$ cat src/hw/bmd_pkg.sv
// Package: constants and types for the board memory map and DRAM control
package bmd_pkg;
  localparam int unsigned CLK_MHZ        = 50;
  localparam int unsigned ADDR_W         = 28;
  localparam int unsigned MB_SHIFT       = 20;
  localparam int unsigned MB_W           = 6;
  localparam int unsigned REFRESH_US     = 15;
  localparam int unsigned REFRESH_CYC    = REFRESH_US * CLK_MHZ;
  localparam int unsigned T_SLOW_NS      = 100;
  localparam int unsigned T_FAST_NS      = 85;
  localparam int unsigned T_SLOW_CYC     = (T_SLOW_NS * CLK_MHZ + 999) / 1000;
  localparam int unsigned T_FAST_CYC     = (T_FAST_NS * CLK_MHZ + 999) / 1000;
  localparam int unsigned REF_HOLD_CYC   = 4;
  localparam int unsigned PAGE_SHIFT     = 11;
  localparam int unsigned ROW_W          = 8;
  localparam logic [27:0] ISA_TOP        = 28'h1000000;
  localparam logic [27:0] ADAPT_LO       = 28'h00c8000;
  localparam logic [27:0] ADAPT_HI       = 28'h00dffff;
  localparam logic [27:0] ROM_LO         = 28'h00e0000;
  localparam logic [27:0] ROM_HI         = 28'h00fffff;
  localparam logic [27:0] ALIAS_LO       = 28'h0fe0000;
  localparam logic [27:0] ALIAS_HI       = 28'h0ffffff;
  localparam logic [27:0] ALIAS_MASK     = 28'h001ffff;
  // Register map (Avalon word offsets, byte address = 4 * index)
  localparam logic [3:0]  REG_CONFIG     = 4'h0;
  localparam logic [3:0]  REG_MAP_TOP    = 4'h1;
  localparam logic [3:0]  REG_STATUS     = 4'h2;
  localparam logic [3:0]  REG_ROW        = 4'h3;
  localparam logic [3:0]  REG_SHADOW     = 4'h4;
  localparam int unsigned CFG_SHADOW_BIT = 0;
  localparam logic [31:0] UNMAPPED_VAL   = 32'h00000000;
  typedef enum logic [1:0] {
    BMD_MODE_FAST_PAGE,
    BMD_MODE_STATIC_COL,
    BMD_MODE_RAS_CAS
  } bmd_mode_t;
  typedef enum logic [2:0] {
    BMD_TGT_BANK0,
    BMD_TGT_BANK1,
    BMD_TGT_SLOT0,
    BMD_TGT_SLOT1,
    BMD_TGT_ISA,
    BMD_TGT_ROM,
    BMD_TGT_ADAPTER
  } bmd_tgt_t;
  typedef enum logic [1:0] {
    BMD_ACC_RAS_CAS,
    BMD_ACC_FAST_PAGE,
    BMD_ACC_STATIC_COL
  } bmd_acc_t;
endpackage

$ cat src/hw/bmd_decode.sv
// Address decoder: low map, ROM alias, packed 32-bit memory, ISA holes
module bmd_decode
  import bmd_pkg::*;
(
  input  wire logic [27:0]   addr,
  input  wire logic [MB_W:0] top0,
  input  wire logic [MB_W:0] top1,
  input  wire logic [MB_W:0] top2,
  input  wire logic [MB_W:0] top3,
  input  wire logic          shadow_en,
  output bmd_tgt_t           tgt,
  output logic [27:0]        eff_addr,
  output logic               cacheable
);
  logic [MB_W:0] mb;
  always_comb begin
    eff_addr  = addr;
    tgt       = BMD_TGT_ISA;
    cacheable = 1'b0;
    if (addr >= ALIAS_LO && addr <= ALIAS_HI) begin
      eff_addr = ROM_LO | (addr & ALIAS_MASK);
    end
    mb = {1'b0, eff_addr[MB_SHIFT+MB_W-1:MB_SHIFT]};
    if (eff_addr >= ADAPT_LO && eff_addr <= ADAPT_HI) begin
      tgt = BMD_TGT_ADAPTER;
    end else if (eff_addr >= ROM_LO && eff_addr <= ROM_HI && !shadow_en) begin
      tgt = BMD_TGT_ROM;
    end else if (addr[27:MB_SHIFT+MB_W] != '0) begin
      tgt = BMD_TGT_ISA;
    end else if (mb < top0) begin
      tgt = BMD_TGT_BANK0;
    end else if (mb < top1) begin
      tgt = BMD_TGT_BANK1;
    end else if (mb < top2) begin
      tgt = BMD_TGT_SLOT0;
    end else if (mb < top3) begin
      tgt = BMD_TGT_SLOT1;
    end else begin
      tgt = BMD_TGT_ISA;
    end
    // Shadowed system BIOS is never cached
    if (tgt <= BMD_TGT_SLOT1) begin
      cacheable = !(shadow_en && eff_addr >= ROM_LO && eff_addr <= ROM_HI);
    end
  end
endmodule

$ cat src/hw/bmd_ctrl.sv
// Board memory map and DRAM control: allocation, access modes, refresh
// How it works
// - Bank0 at zero, then bank1, slot0, slot1
// - Pack up to 40M contiguously in hardware
// - Hole above memory up to 16M goes ISA
// - Sample jumpers and slot configuration at reset
// - Fast-page mode reuses same page
// - Static-column mode reuses same page
// - Page miss falls back to RAS/CAS
// - Fast-page is default; jumpers pick mode
// - Speed 100 ns default, 85 ns selectable
// - Start refresh every 15 microseconds
// - Refresh ISA and 32-bit memory together
// - Cache hits proceed during refresh; here cache_hit is unused and all requests wait for refresh to end
// - Run master's refresh, then return bus
// - Four parity bits stored with data
// - Onboard totals 1, 2, 4 or 8M; two banks at the 1M setting map 0M here
// - Slot boards of 4, 8 or 16M
// - All 32-bit memory cacheable except shadow BIOS
// - C8000-DFFFF goes to adapter cards
// - FE0000-FFFFFF aliases ROM at E0000
// - Refresh drives row on low address lines
module bmd_ctrl
  import bmd_pkg::*;
#(
  parameter int unsigned REFRESH_CYCLES = REFRESH_CYC
) (
  input  wire logic          core_clk,
  input  wire logic          arst_n,
  // Board straps, sampled after reset
  input  wire logic [1:0]    jmp_onboard_total,
  input  wire logic          jmp_two_banks,
  input  wire logic [1:0]    jmp_mode,
  input  wire logic          jmp_fast_speed,
  input  wire logic [1:0]    slot0_cfg,
  input  wire logic [1:0]    slot1_cfg,
  // Memory request from processor/cache side
  input  wire logic          mem_req,
  input  wire logic          mem_we,
  input  wire logic [27:0]   mem_addr,
  input  wire logic [31:0]   mem_wdata,
  input  wire logic          cache_hit,
  output logic               mem_ack,
  output logic [31:0]        mem_rdata,
  output logic               mem_parity_err,
  output logic [2:0]         mem_target,
  output logic               mem_cacheable,
  output logic [1:0]         mem_access,
  // Refresh and secondary bus master
  input  wire logic          secondary_bus_master_own,
  input  wire logic          secondary_bus_master_ref_req,
  output logic               secondary_bus_master_grant,
  output logic               refresh_active,
  output logic [7:0]         refresh_addr,
  // Avalon-MM slave
  input  wire logic [3:0]    avs_address,
  input  wire logic          avs_read,
  input  wire logic          avs_write,
  input  wire logic [31:0]   avs_writedata,
  output logic [31:0]        avs_readdata,
  output logic               avs_waitrequest
);
  localparam int unsigned RCW = $clog2(REFRESH_CYCLES + 1);
  localparam int unsigned WORDS = 16;

  // Pin straps: two-stage sync
  logic [11:0] strap_s1_q;
  logic [11:0] strap_s2_q;
  logic [1:0]  strap_vld_q;
  logic        strap_done_q;
  // The valid shift keeps the all-zero reset image from being captured
  always_ff @(posedge core_clk or negedge arst_n) begin
    if (!arst_n) begin
      strap_s1_q  <= '0;
      strap_s2_q  <= '0;
      strap_vld_q <= '0;
    end else begin
      strap_vld_q <= {strap_vld_q[0], 1'b1};
      strap_s1_q <= {jmp_onboard_total, jmp_two_banks, jmp_mode,
                     jmp_fast_speed, slot0_cfg, slot1_cfg,
                     secondary_bus_master_own, secondary_bus_master_ref_req};
      strap_s2_q <= strap_s1_q;
    end
  end

  function automatic logic [MB_W:0] slot_mb(input logic [1:0] cfg);
    case (cfg)
      2'h1:    slot_mb = 7'h04;
      2'h2:    slot_mb = 7'h08;
      2'h3:    slot_mb = 7'h10;
      default: slot_mb = 7'h00;
    endcase
  endfunction

  // Allocation captured once after reset release
  logic [MB_W:0] top0_q, top1_q, top2_q, top3_q;
  bmd_mode_t     mode_q;
  logic          fast_q;
  logic [MB_W:0] bank_mb;
  logic [MB_W:0] t2, t3;
  always_comb begin
    case (strap_s2_q[11:10])
      2'h0:    bank_mb = 7'h01;
      2'h1:    bank_mb = 7'h02;
      2'h2:    bank_mb = 7'h04;
      default: bank_mb = 7'h08;
    endcase
    if (strap_s2_q[9]) begin
      bank_mb = bank_mb >> 1;
    end
    t2 = (strap_s2_q[9] ? bank_mb + bank_mb : bank_mb) +
         slot_mb(strap_s2_q[5:4]);
    t3 = t2 + slot_mb(strap_s2_q[3:2]);
  end

  always_ff @(posedge core_clk or negedge arst_n) begin
    if (!arst_n) begin
      strap_done_q <= 1'b0;
      top0_q       <= '0;
      top1_q       <= '0;
      top2_q       <= '0;
      top3_q       <= '0;
      mode_q       <= BMD_MODE_FAST_PAGE;
      fast_q       <= 1'b0;
    end else if (!strap_done_q && strap_vld_q[1] &&
                 strap_s1_q == strap_s2_q) begin
      // Wait one stable cycle so the sync chain has filled
      strap_done_q <= 1'b1;
      top0_q       <= bank_mb;
      top1_q       <= strap_s2_q[9] ? bank_mb + bank_mb : bank_mb;
      top2_q       <= t2;
      top3_q       <= t3;
      case (strap_s2_q[8:7])
        2'h1:    mode_q <= BMD_MODE_STATIC_COL;
        2'h2:    mode_q <= BMD_MODE_RAS_CAS;
        default: mode_q <= BMD_MODE_FAST_PAGE;
      endcase
      fast_q <= strap_s2_q[6];
    end
  end

  // Registers software can steer
  logic shadow_q;
  logic cfg_hold_q;

  // Decoder
  bmd_tgt_t    tgt;
  logic [27:0] eff_addr;
  logic        cacheable;
  bmd_decode u_dec (
    .addr      (mem_addr),
    .top0      (top0_q),
    .top1      (top1_q),
    .top2      (top2_q),
    .top3      (top3_q),
    .shadow_en (shadow_q),
    .tgt       (tgt),
    .eff_addr  (eff_addr),
    .cacheable (cacheable)
  );

  // Backing store is a small flop array so the block stands alone
  logic [35:0] store_q [WORDS];
  logic [3:0]  widx;
  assign widx = eff_addr[5:2];

  function automatic logic [3:0] par4(input logic [31:0] d);
    for (int i = 0; i < 4; i++) begin
      par4[i] = ^d[i*8 +: 8];
    end
  endfunction

  // Access sequencer
  typedef enum {S_IDLE, S_WAIT, S_REF} bmd_state_t;
  bmd_state_t  st_q;
  logic [3:0]  wait_q;
  logic        page_vld_q;
  logic [27:PAGE_SHIFT] page_q;
  logic [RCW-1:0] rcnt_q;
  logic        ref_due_q;
  logic [2:0]  rhold_q;
  logic        same_page;
  logic        is_dram;
  logic        sbm_req;
  assign same_page = page_vld_q && page_q == eff_addr[27:PAGE_SHIFT];
  assign is_dram = tgt <= BMD_TGT_SLOT1;
  assign sbm_req = strap_s2_q[1] && strap_s2_q[0];

  // Refresh interval timer
  always_ff @(posedge core_clk or negedge arst_n) begin
    if (!arst_n) begin
      rcnt_q    <= '0;
      ref_due_q <= 1'b0;
    end else begin
      if (rcnt_q == RCW'(REFRESH_CYCLES - 1)) begin
        rcnt_q    <= '0;
        ref_due_q <= 1'b1;
      end else begin
        rcnt_q <= rcnt_q + 1'b1;
        if (st_q == S_REF && rhold_q == '0) begin
          ref_due_q <= 1'b0;
        end
      end
    end
  end

  always_ff @(posedge core_clk or negedge arst_n) begin
    if (!arst_n) begin
      st_q           <= S_IDLE;
      wait_q         <= '0;
      page_vld_q     <= 1'b0;
      page_q         <= '0;
      rhold_q        <= '0;
      mem_ack        <= 1'b0;
      mem_rdata      <= '0;
      mem_parity_err <= 1'b0;
      mem_target     <= '0;
      mem_cacheable  <= 1'b0;
      mem_access     <= BMD_ACC_RAS_CAS;
      refresh_active <= 1'b0;
      refresh_addr   <= '0;
      secondary_bus_master_grant <= 1'b0;
    end else begin
      mem_ack <= 1'b0;
      case (st_q)
        S_IDLE: begin
          if (strap_done_q && (ref_due_q || sbm_req)) begin
            st_q           <= S_REF;
            rhold_q        <= 3'(REF_HOLD_CYC - 1);
            refresh_active <= 1'b1;
            secondary_bus_master_grant <= 1'b0;
            page_vld_q     <= 1'b0;
          end else if (strap_done_q && mem_req && !cfg_hold_q &&
                       !mem_ack) begin
            // Ack cycle skipped: the master still holds the old request
            mem_target    <= tgt;
            mem_cacheable <= cacheable;
            if (is_dram && same_page && mode_q == BMD_MODE_FAST_PAGE) begin
              mem_access <= BMD_ACC_FAST_PAGE;
              wait_q     <= '0;
            end else if (is_dram && same_page &&
                         mode_q == BMD_MODE_STATIC_COL) begin
              mem_access <= BMD_ACC_STATIC_COL;
              wait_q     <= '0;
            end else begin
              mem_access <= BMD_ACC_RAS_CAS;
              wait_q <= fast_q ? 4'(T_FAST_CYC) : 4'(T_SLOW_CYC);
            end
            page_vld_q <= is_dram;
            page_q     <= eff_addr[27:PAGE_SHIFT];
            st_q       <= S_WAIT;
          end else begin
            secondary_bus_master_grant <= strap_s2_q[1];
          end
        end
        S_WAIT: begin
          if (wait_q != '0) begin
            wait_q <= wait_q - 1'b1;
          end else begin
            if (is_dram && !mem_we) begin
              mem_rdata      <= store_q[widx][31:0];
              mem_parity_err <= par4(store_q[widx][31:0]) !=
                                store_q[widx][35:32];
            end else if (!mem_we) begin
              mem_rdata <= '0;
            end
            mem_ack <= 1'b1;
            st_q    <= S_IDLE;
          end
        end
        S_REF: begin
          // cache_hit is not looked at; every request waits here until refresh ends
          if (rhold_q == '0) begin
            refresh_active <= 1'b0;
            refresh_addr   <= refresh_addr + 1'b1;
            secondary_bus_master_grant <= strap_s2_q[1];
            st_q           <= S_IDLE;
          end else begin
            rhold_q <= rhold_q - 1'b1;
          end
        end
        default: st_q <= S_IDLE;
      endcase
    end
  end

  // Data store write with parity
  always_ff @(posedge core_clk or negedge arst_n) begin
    if (!arst_n) begin
      for (int i = 0; i < WORDS; i++) begin
        store_q[i] <= '0;
      end
    end else if (st_q == S_WAIT && wait_q == '0 && is_dram && mem_we) begin
      store_q[widx] <= {par4(mem_wdata), mem_wdata};
    end
  end

  // Avalon slave: one wait cycle, answer on the second edge
  logic        avs_busy_q;
  always_ff @(posedge core_clk or negedge arst_n) begin
    if (!arst_n) begin
      avs_busy_q      <= 1'b0;
      avs_waitrequest <= 1'b1;
      avs_readdata    <= '0;
      shadow_q        <= 1'b0;
      cfg_hold_q      <= 1'b0;
    end else begin
      avs_waitrequest <= 1'b1;
      avs_busy_q      <= 1'b0;
      if ((avs_read || avs_write) && !avs_busy_q && avs_waitrequest) begin
        avs_busy_q      <= 1'b1;
        avs_waitrequest <= 1'b0;
        if (avs_write && avs_address == REG_SHADOW) begin
          shadow_q   <= avs_writedata[CFG_SHADOW_BIT];
        end
        if (avs_write && avs_address == REG_CONFIG) begin
          cfg_hold_q <= avs_writedata[CFG_SHADOW_BIT];
        end
        case (avs_address)
          REG_CONFIG: avs_readdata <= {27'h0, fast_q, mode_q, strap_done_q,
                                       cfg_hold_q};
          REG_MAP_TOP: avs_readdata <= {4'h0, 7'(top3_q), 7'(top2_q),
                                        7'(top1_q), 7'(top0_q)};
          REG_STATUS: avs_readdata <= {29'h0, secondary_bus_master_grant,
                                       refresh_active, mem_parity_err};
          REG_ROW: avs_readdata <= {24'h0, refresh_addr};
          REG_SHADOW: avs_readdata <= {31'h0, shadow_q};
          default: avs_readdata <= UNMAPPED_VAL;
        endcase
      end
    end
  end
endmodule

$ cat config.mk
export PLATFORM = sky130hd
export DESIGN_NAME = bmd_ctrl
export DESIGN_NICKNAME = d
export VERILOG_FILES = /design/src/hw/bmd_pkg.sv /design/src/hw/bmd_decode.sv /design/src/hw/bmd_ctrl.sv
export SDC_FILE = /design/constraint.sdc
export NUM_CORES = 1
export LEC_CHECK = 0
export ABC_AREA = 1
export BUFFER_PORTS_ARGS = -buffer_cell sky130_fd_sc_hd__buf_4
export CORE_MARGIN = 2
export CORE_UTILIZATION = 30
export CTS_CLUSTER_SIZE = 10
export DETAILED_ROUTE_END_ITERATION = 7
export GPL_TIMING_DRIVEN = 0
export PLACE_DENSITY_LB_ADDON = 0.3
export RECOVER_POWER = 50
export SYNTH_ARGS = -nofsm -noshare
export SYNTH_HDL_FRONTEND = slang
export SYNTH_HIERARCHICAL = 1
export SYNTH_SLANG_ARGS = --single-unit
$ cat constraint.sdc
create_clock -name core_clk -period 7 [get_ports core_clk]
set_input_delay 0.7 -clock core_clk [delete_from_list [all_inputs] [get_ports core_clk]]
set_output_delay 0.7 -clock core_clk [all_outputs]
set_load 0.01 [all_outputs]
Yosys cells after proc, flatten, opt, wreduce, memory -nomap -nowiden
Index checks and enable logic that the tools add are counted.
{"block": "totals", "out_inout_bits": 83, "regBits": 788, "inputBits": 115, "elab_cells": 227}
{"block": "op_classes", "order_cmp": 13, "muxes": 56, "n_reduce_logical": 68, "bitwise": 3, "n_eq_ne": 33, "add_sub_neg": 7}
{"cell": "$bwmux 576", "n": 1}
{"cell": "$mux 32", "n": 6}
{"cell": "$bmux 36 s4", "n": 1}
{"cell": "$demux 36 s4", "n": 1}
{"cell": "$pmux 28 s5", "n": 1}
{"cell": "$mux 36", "n": 3}
{"cell": "$pmux 32 s3", "n": 1}
{"cell": "$eq 32x2->1 const B", "n": 2}
{"cell": "$reduce_xor 8->1", "n": 8}
{"cell": "$ge 28x20->1 const B", "n": 2}
{"cell": "$le 28x20->1 const B", "n": 2}
{"cell": "$mux 3", "n": 11}
{"cell": "$eq 32x1->1 const B", "n": 1}
{"cell": "$eq 32x3->1 const B", "n": 1}
{"cell": "$logic_not 32->1", "n": 1}
{"cell": "$pmux 5 s3", "n": 2}
{"cell": "$ge 28x24->1 const B", "n": 1}
{"cell": "$le 28x24->1 const B", "n": 1}
{"cell": "$lt 6x7->1", "n": 4}
{"cell": "$mux 28", "n": 1}
{"cell": "$logic_and 1x1->1", "n": 27}
{"cell": "$add 7x7->7", "n": 3}
{"cell": "$reduce_and 3->1", "n": 7}
{"cell": "$eq 17x17->1", "n": 1}
{"cell": "39 further kinds", "n": 91}

Logic depth before layout (Yosys ltp)
{"block": "depth", "depth_word": 19, "mapped_depth": 25, "mapped_depth_nobuf": 22}

Hierarchy
Netlist, hierarchy kept.
{"mod": "bmd_ctrl", "area_per_inst_um2": 33946.3, "cells_each": 4364, "seq_area_each_um2": 18469.0, "instances": 1}
{"mod": "bmd_decode", "area_per_inst_um2": 1002.2, "cells_each": 184, "seq_area_each_um2": 0.0, "instances": 1}

Least setup slack after synthesis
No wires, ideal clock.
{"block": "synth_path", "path_kind": "input-to-reg", "startpoint": "in mem_addr[27]", "endpoint": "reg store_q[428] (netlist name)", "n_path_buf": 2, "path_stages": 23, "t_required_ns": 6.866, "path_slack_ns": 3.535, "arrival_time_ns": 3.332, "setup_ns": 0.134, "path_cell_list": "inv_1 -> nand2_1 -> nor2_2 -> nand3_2 -> buf_6 -> and2_1 -> ha_1 -> inv_1 -> o21bai_1 -> inv_1 -> nand2_1 -> nand2_1 -> nand3_1 -> nand2_1 -> nor2_1 -> or2_1 -> nor3_4 -> inv_2 -> nor3_2 -> nand2_1 -> clkbuf_1 -> nand2_1 -> o21ai_0"}
{"block": "synth_between", "elab_chain_cells": 14, "elab_cells_between_ends": 26, "cone_classes": "11 x order compare; 8 x mux; 7 x reduce/logical"}
{"element": "from (decl)", "line": "bmd_ctrl.sv:40", "rtl": "input wire logic [27:0] mem_addr,"}
{"element": "$ge 28x24->1 / $le 28x24->1 (equally long branches)", "line": "bmd_decode.sv:20", "rtl": "if (addr >= ALIAS_LO && addr <= ALIAS_HI) begin"}
{"element": "$logic_and 1x1->1", "line": "bmd_decode.sv:20"}
{"element": "$mux 28", "line": "bmd_decode.sv:20"}
{"element": "$lt 6x7->1", "line": "bmd_decode.sv:36", "rtl": "end else if (mb < top3) begin"}
{"element": "$mux 3", "line": "bmd_decode.sv:36"}
{"element": "$mux 3", "line": "bmd_decode.sv:34", "rtl": "end else if (mb < top2) begin"}
{"element": "$mux 3", "line": "bmd_decode.sv:32", "rtl": "end else if (mb < top1) begin"}
{"element": "$mux 3", "line": "bmd_decode.sv:30", "rtl": "end else if (mb < top0) begin"}
{"element": "$mux 3", "line": "bmd_decode.sv:28", "rtl": "end else if (addr[27:MB_SHIFT+MB_W] != '0) begin"}
{"element": "$mux 3", "line": "bmd_decode.sv:26", "rtl": "end else if (eff_addr >= ROM_LO && eff_addr <= ROM_HI && !shadow_en) begin"}
{"element": "$mux 3 (*)", "line": "bmd_decode.sv:24", "rtl": "if (eff_addr >= ADAPT_LO && eff_addr <= ADAPT_HI) begin"}
{"element": "net tgt[2]", "line": "bmd_ctrl.sv:147", "rtl": "bmd_tgt_t tgt;"}
{"element": "$le 3x2->1 (*)", "line": "bmd_ctrl.sv:186", "rtl": "assign is_dram = tgt <= BMD_TGT_SLOT1;"}
{"element": "$logic_and 1x1->1 (*) (2 in a row)", "line": "bmd_ctrl.sv:293", "rtl": "end else if (st_q == S_WAIT && wait_q == '0 && is_dram && mem_we) begin"}
{"element": "to (signal, indexed assignment)", "line": "bmd_ctrl.sv:294", "rtl": "store_q[widx] <= {par4(mem_wdata), mem_wdata};"}
{"element": "to (decl)", "line": "bmd_ctrl.sv:163", "rtl": "logic [35:0] store_q [WORDS];"}
Mark *: on every way through the listed nets, which the timed path passes. The rest lies on a longest branch.
A chain may end at the register's enable or synchronous reset.

==> Flow_metrics.wiki <==
{| class="wikitable"
! Metric !! Value
|-
| Status || complete, but fails checks
|-
| Failing checks || capacitance limit, slew limit
|-
| Total routed wirelength || 147000 um
|-
| Critical Path Slowest Stage Cell || clkbuf_1
|-
| Start point of the worst min-delay path || jmp_onboard_total[0]
|-
| Average wire length per cell after detail routing || 23.0 um
|-
| Number of DRC violations after detailed-routing iteration 0 || 3830
|-
| Maximum frequency from static timing analysis || 0.203 GHz
|-
| TritonCTS clock tree || built
|-
| Critical path arrival || 5.67 ns
|-
| Skew final || 0.0277 ns
|-
| Number of iterations in the first detailed-routing pass || 8
|-
| Number of maximum-capacitance constraint violations || 2
|-
| Drt via density || 5.19
|-
| Placement Cell Area || 0.0381 mm^2
|-
| Crit path from || arst_n
|-
| Detailed placement HPWL || 99900 um
|-
| CTS H-tree lvls || 3
|-
| Pin slew with the least headroom to its limit || 2.80 ns
|-
| Starting utilization of the core area || 30.2%
|-
| Area of the die || 0.119 mm^2
|-
| Relative slew margins || -86.4%
|-
| Cells after synthesis || 4541
|-
| Cell family contributing the most delay on the critical path || buffers and inverters
|-
| Root buffer cell || clkbuf_16
|-
| Overflow left after global routing || 0
|-
| Critical path cell sequence || dlygate4sd3_1 > clkbuf_1 > clkbuf_2 > buf_16
|-
| Hold slack || 0.151 ns
|-
| Fin area || 0.0406 mm^2
|-
| Setup violation total in the final timing report || 0
|-
| Power per unit of standard cell area || 241 mW/mm^2
|-
| Global-route total usage across every layer || 24.1%
|-
| Number of antenna violations at the first check in global routing || 3
|-
| Die Ht || 345 um
|-
| Top-Level Pins || 198
|-
| Final worst-path cycle share || 70.3%
|-
| Critical path's largest stage delay || 1.94 ns
|-
| Number of non-filler instances in the completed layout || 6374
|-
| Final estimated routing congestion in global placement || 0.933
|-
| Post-CTS Setup Inserts || 0
|-
| Wire length of the first global-routing pass || 213000 um
|-
| Skew-Pair Late Insertion Delay || 0.69 ns
|-
| Port-buffer cells || 143
|-
| Core Util, Final || 35.0%
|-
| Count of pins over their slew limit || 120
|-
| Required arrival time at the worst endpoint || 7.75 ns
|-
| Critical Path End Type || asynchronous set/reset pin
|-
| Slack of the worst reg-to-reg path || 2.94 ns
|-
| Clock sink count || 738
|-
| Count of final hold-check violations || 0
|-
| Hold Crit Class || input pin to register
|-
| Remaining design rule violation count || 0
|-
| Horiz. Die Dim || 345 um
|-
| Standard cell core area || 0.116 mm^2
|-
| Number of standard-cell rows in the floorplan || 125
|-
| Total vias in the final route || 33051
|-
| Placed Cells incl. Taps || 6234
|-
| Maximum number of pins on one net before global-route repair || 119
|-
| Top fanout value on the critical path || 116
|-
| Number of global-route vias before repair || 31037
|-
| Area overhead of the layout relative to synthesis || 16.2%
|-
| Worst path bufs/invs || 4
|-
| Area of the mapped netlist || 0.0349 mm^2
|-
| Worst-path clk slew || 0.05 ns
|-
| Clock Path Buffers || 3
|-
| Static Leak || 20.1 nW
|-
| RSZ-0062 raised after global routing || false
|-
| Number of synthesis warnings || 6
|-
| R2R Path Start || top2_q[2]
|-
| Kind of critical path || input pin to asynchronous set/reset pin
|-
| # nets final || 4945
|-
| TritonCTS Buffers || 90
|-
| Pwr Total || 0.00979 W
|-
| Peak VDD IR || 210 uV
|-
| Share of post-route cells with drive strength above 1 || 6.00%
|-
| Final critical-path required period || 4.92 ns
|-
| Per-instance average area after synthesis || 7.68 um^2
|-
| Kind of start point of the critical path || input pin
|-
| Antenna violation net count after detailed routing || 0
|}
## flip-flops by register name (all words and copies together), names as in the netlist, 2 cells and up
signal / flops
page_q: 17
st_q: 2
top0_q: 4
strap_vld_q: 2
mem_target: 3
wait_q: 4
mem_access: 2
strap_s1_q: 12
top1_q: 3
top3_q: 7
mem_rdata: 32
strap_s2_q: 12
rcnt_q: 10
avs_readdata: 22
top2_q: 4
rhold_q: 3
refresh_addr: 8
mode_q: 2
store_q: 576
## worst reg2reg max path: stages (launching register included)
cell and delay, ns:
dfrtp_1 0.34, inv_1 0.06, ha_1 0.31, inv_1 0.06, o21bai_1 0.07, clkinv_1 0.05
nand2_1 0.05, nand2_1 0.06, nand2_1 0.06, nand2_1 0.15, nor2_1 0.09, or2_1 0.31
nor3_4 0.43, inv_2 0.09, nor2_1 0.20, nand2_1 0.66, clkbuf_1 0.63, nand2_1 0.18
o21ai_0 0.09
## path summary, 6_finish.rpt
check                                  to  depth (start not counted)
setup / recovery            mem_rdata[19]                          4
setup reg to reg               store_q[0]                         18
min in group asynchronous    mem_rdata[2]                          2
hold / removal             strap_s1_q[10]                          1
max in group core_clk          store_q[0]                         24
hold reg to reg            strap_vld_q[1]                          0
## what timing repair did
item,in CTS,in global routing
setup endpoints to repair,0,0
hold buffers,1,0
gates resized for setup,0,0
endpoints found under the hold margin,42,0
## where the power goes
part	internal (W)	total (W)	switching, W
Combinational	0.000193	0.000869	0.000676
Clock	0.00261	0.00452	0.00191
Sequential	0.00435	0.00440	0.0000562
## metal layers
layer	global-route usage, %	share of wire, %	vias to the layer above
met5	0	0.0082	-
li1	-	-	14843
met1	31.6	41	16146
met2	37.1	44	1676
met4	11.6	5.4	2
met3	6.40	10	384
## cell usage in the layout, fill, tap and decap left out, types with 5 or more instances in the layout
cell type	instances
clkbuf_8	11
nand4_1	39
a21oi_1	22
conb_1	21
inv_1	236
clkbuf_4	13
nand3_1	61
buf_16	6
o22ai_1	25
clkbuf_16	92
dfrtp_1	737
buf_2	51
nand3b_1	6
nor2_2	5
o21ai_0	664
xnor2_1	27
buf_1	17
nor3_1	34
xor2_1	23
o21ai_1	59
clkbuf_1	298
inv_2	7
o21bai_1	6
nand2_1	2115
buf_4	79
clkinv_2	5
nor2_1	98
ha_1	25
o31ai_1	14
a221oi_1	5
## metrics by stage
stage / TNS (ns) / setup WS, ns
global placement: -2633.68 / -3.68
global route: 0 / 1.39
floorplan: 0 / 3.53
CTS: 0 / 2.61
finish: 0 / 2.08
detailed placement: 0 / 1.92
## final cells by class
type	count	area, um^2
clock buffer	126	2540
sequential	738	18500
tap	1524	1910
timing repair buffer	151	965
antenna	1	2.50
fill	12317	75200
multi-input combinational	3281	14300
inverter	247	927
buffer	294	1280
clock inverter	12	183
No activity file was read; power rests on OpenSTA's default activity.
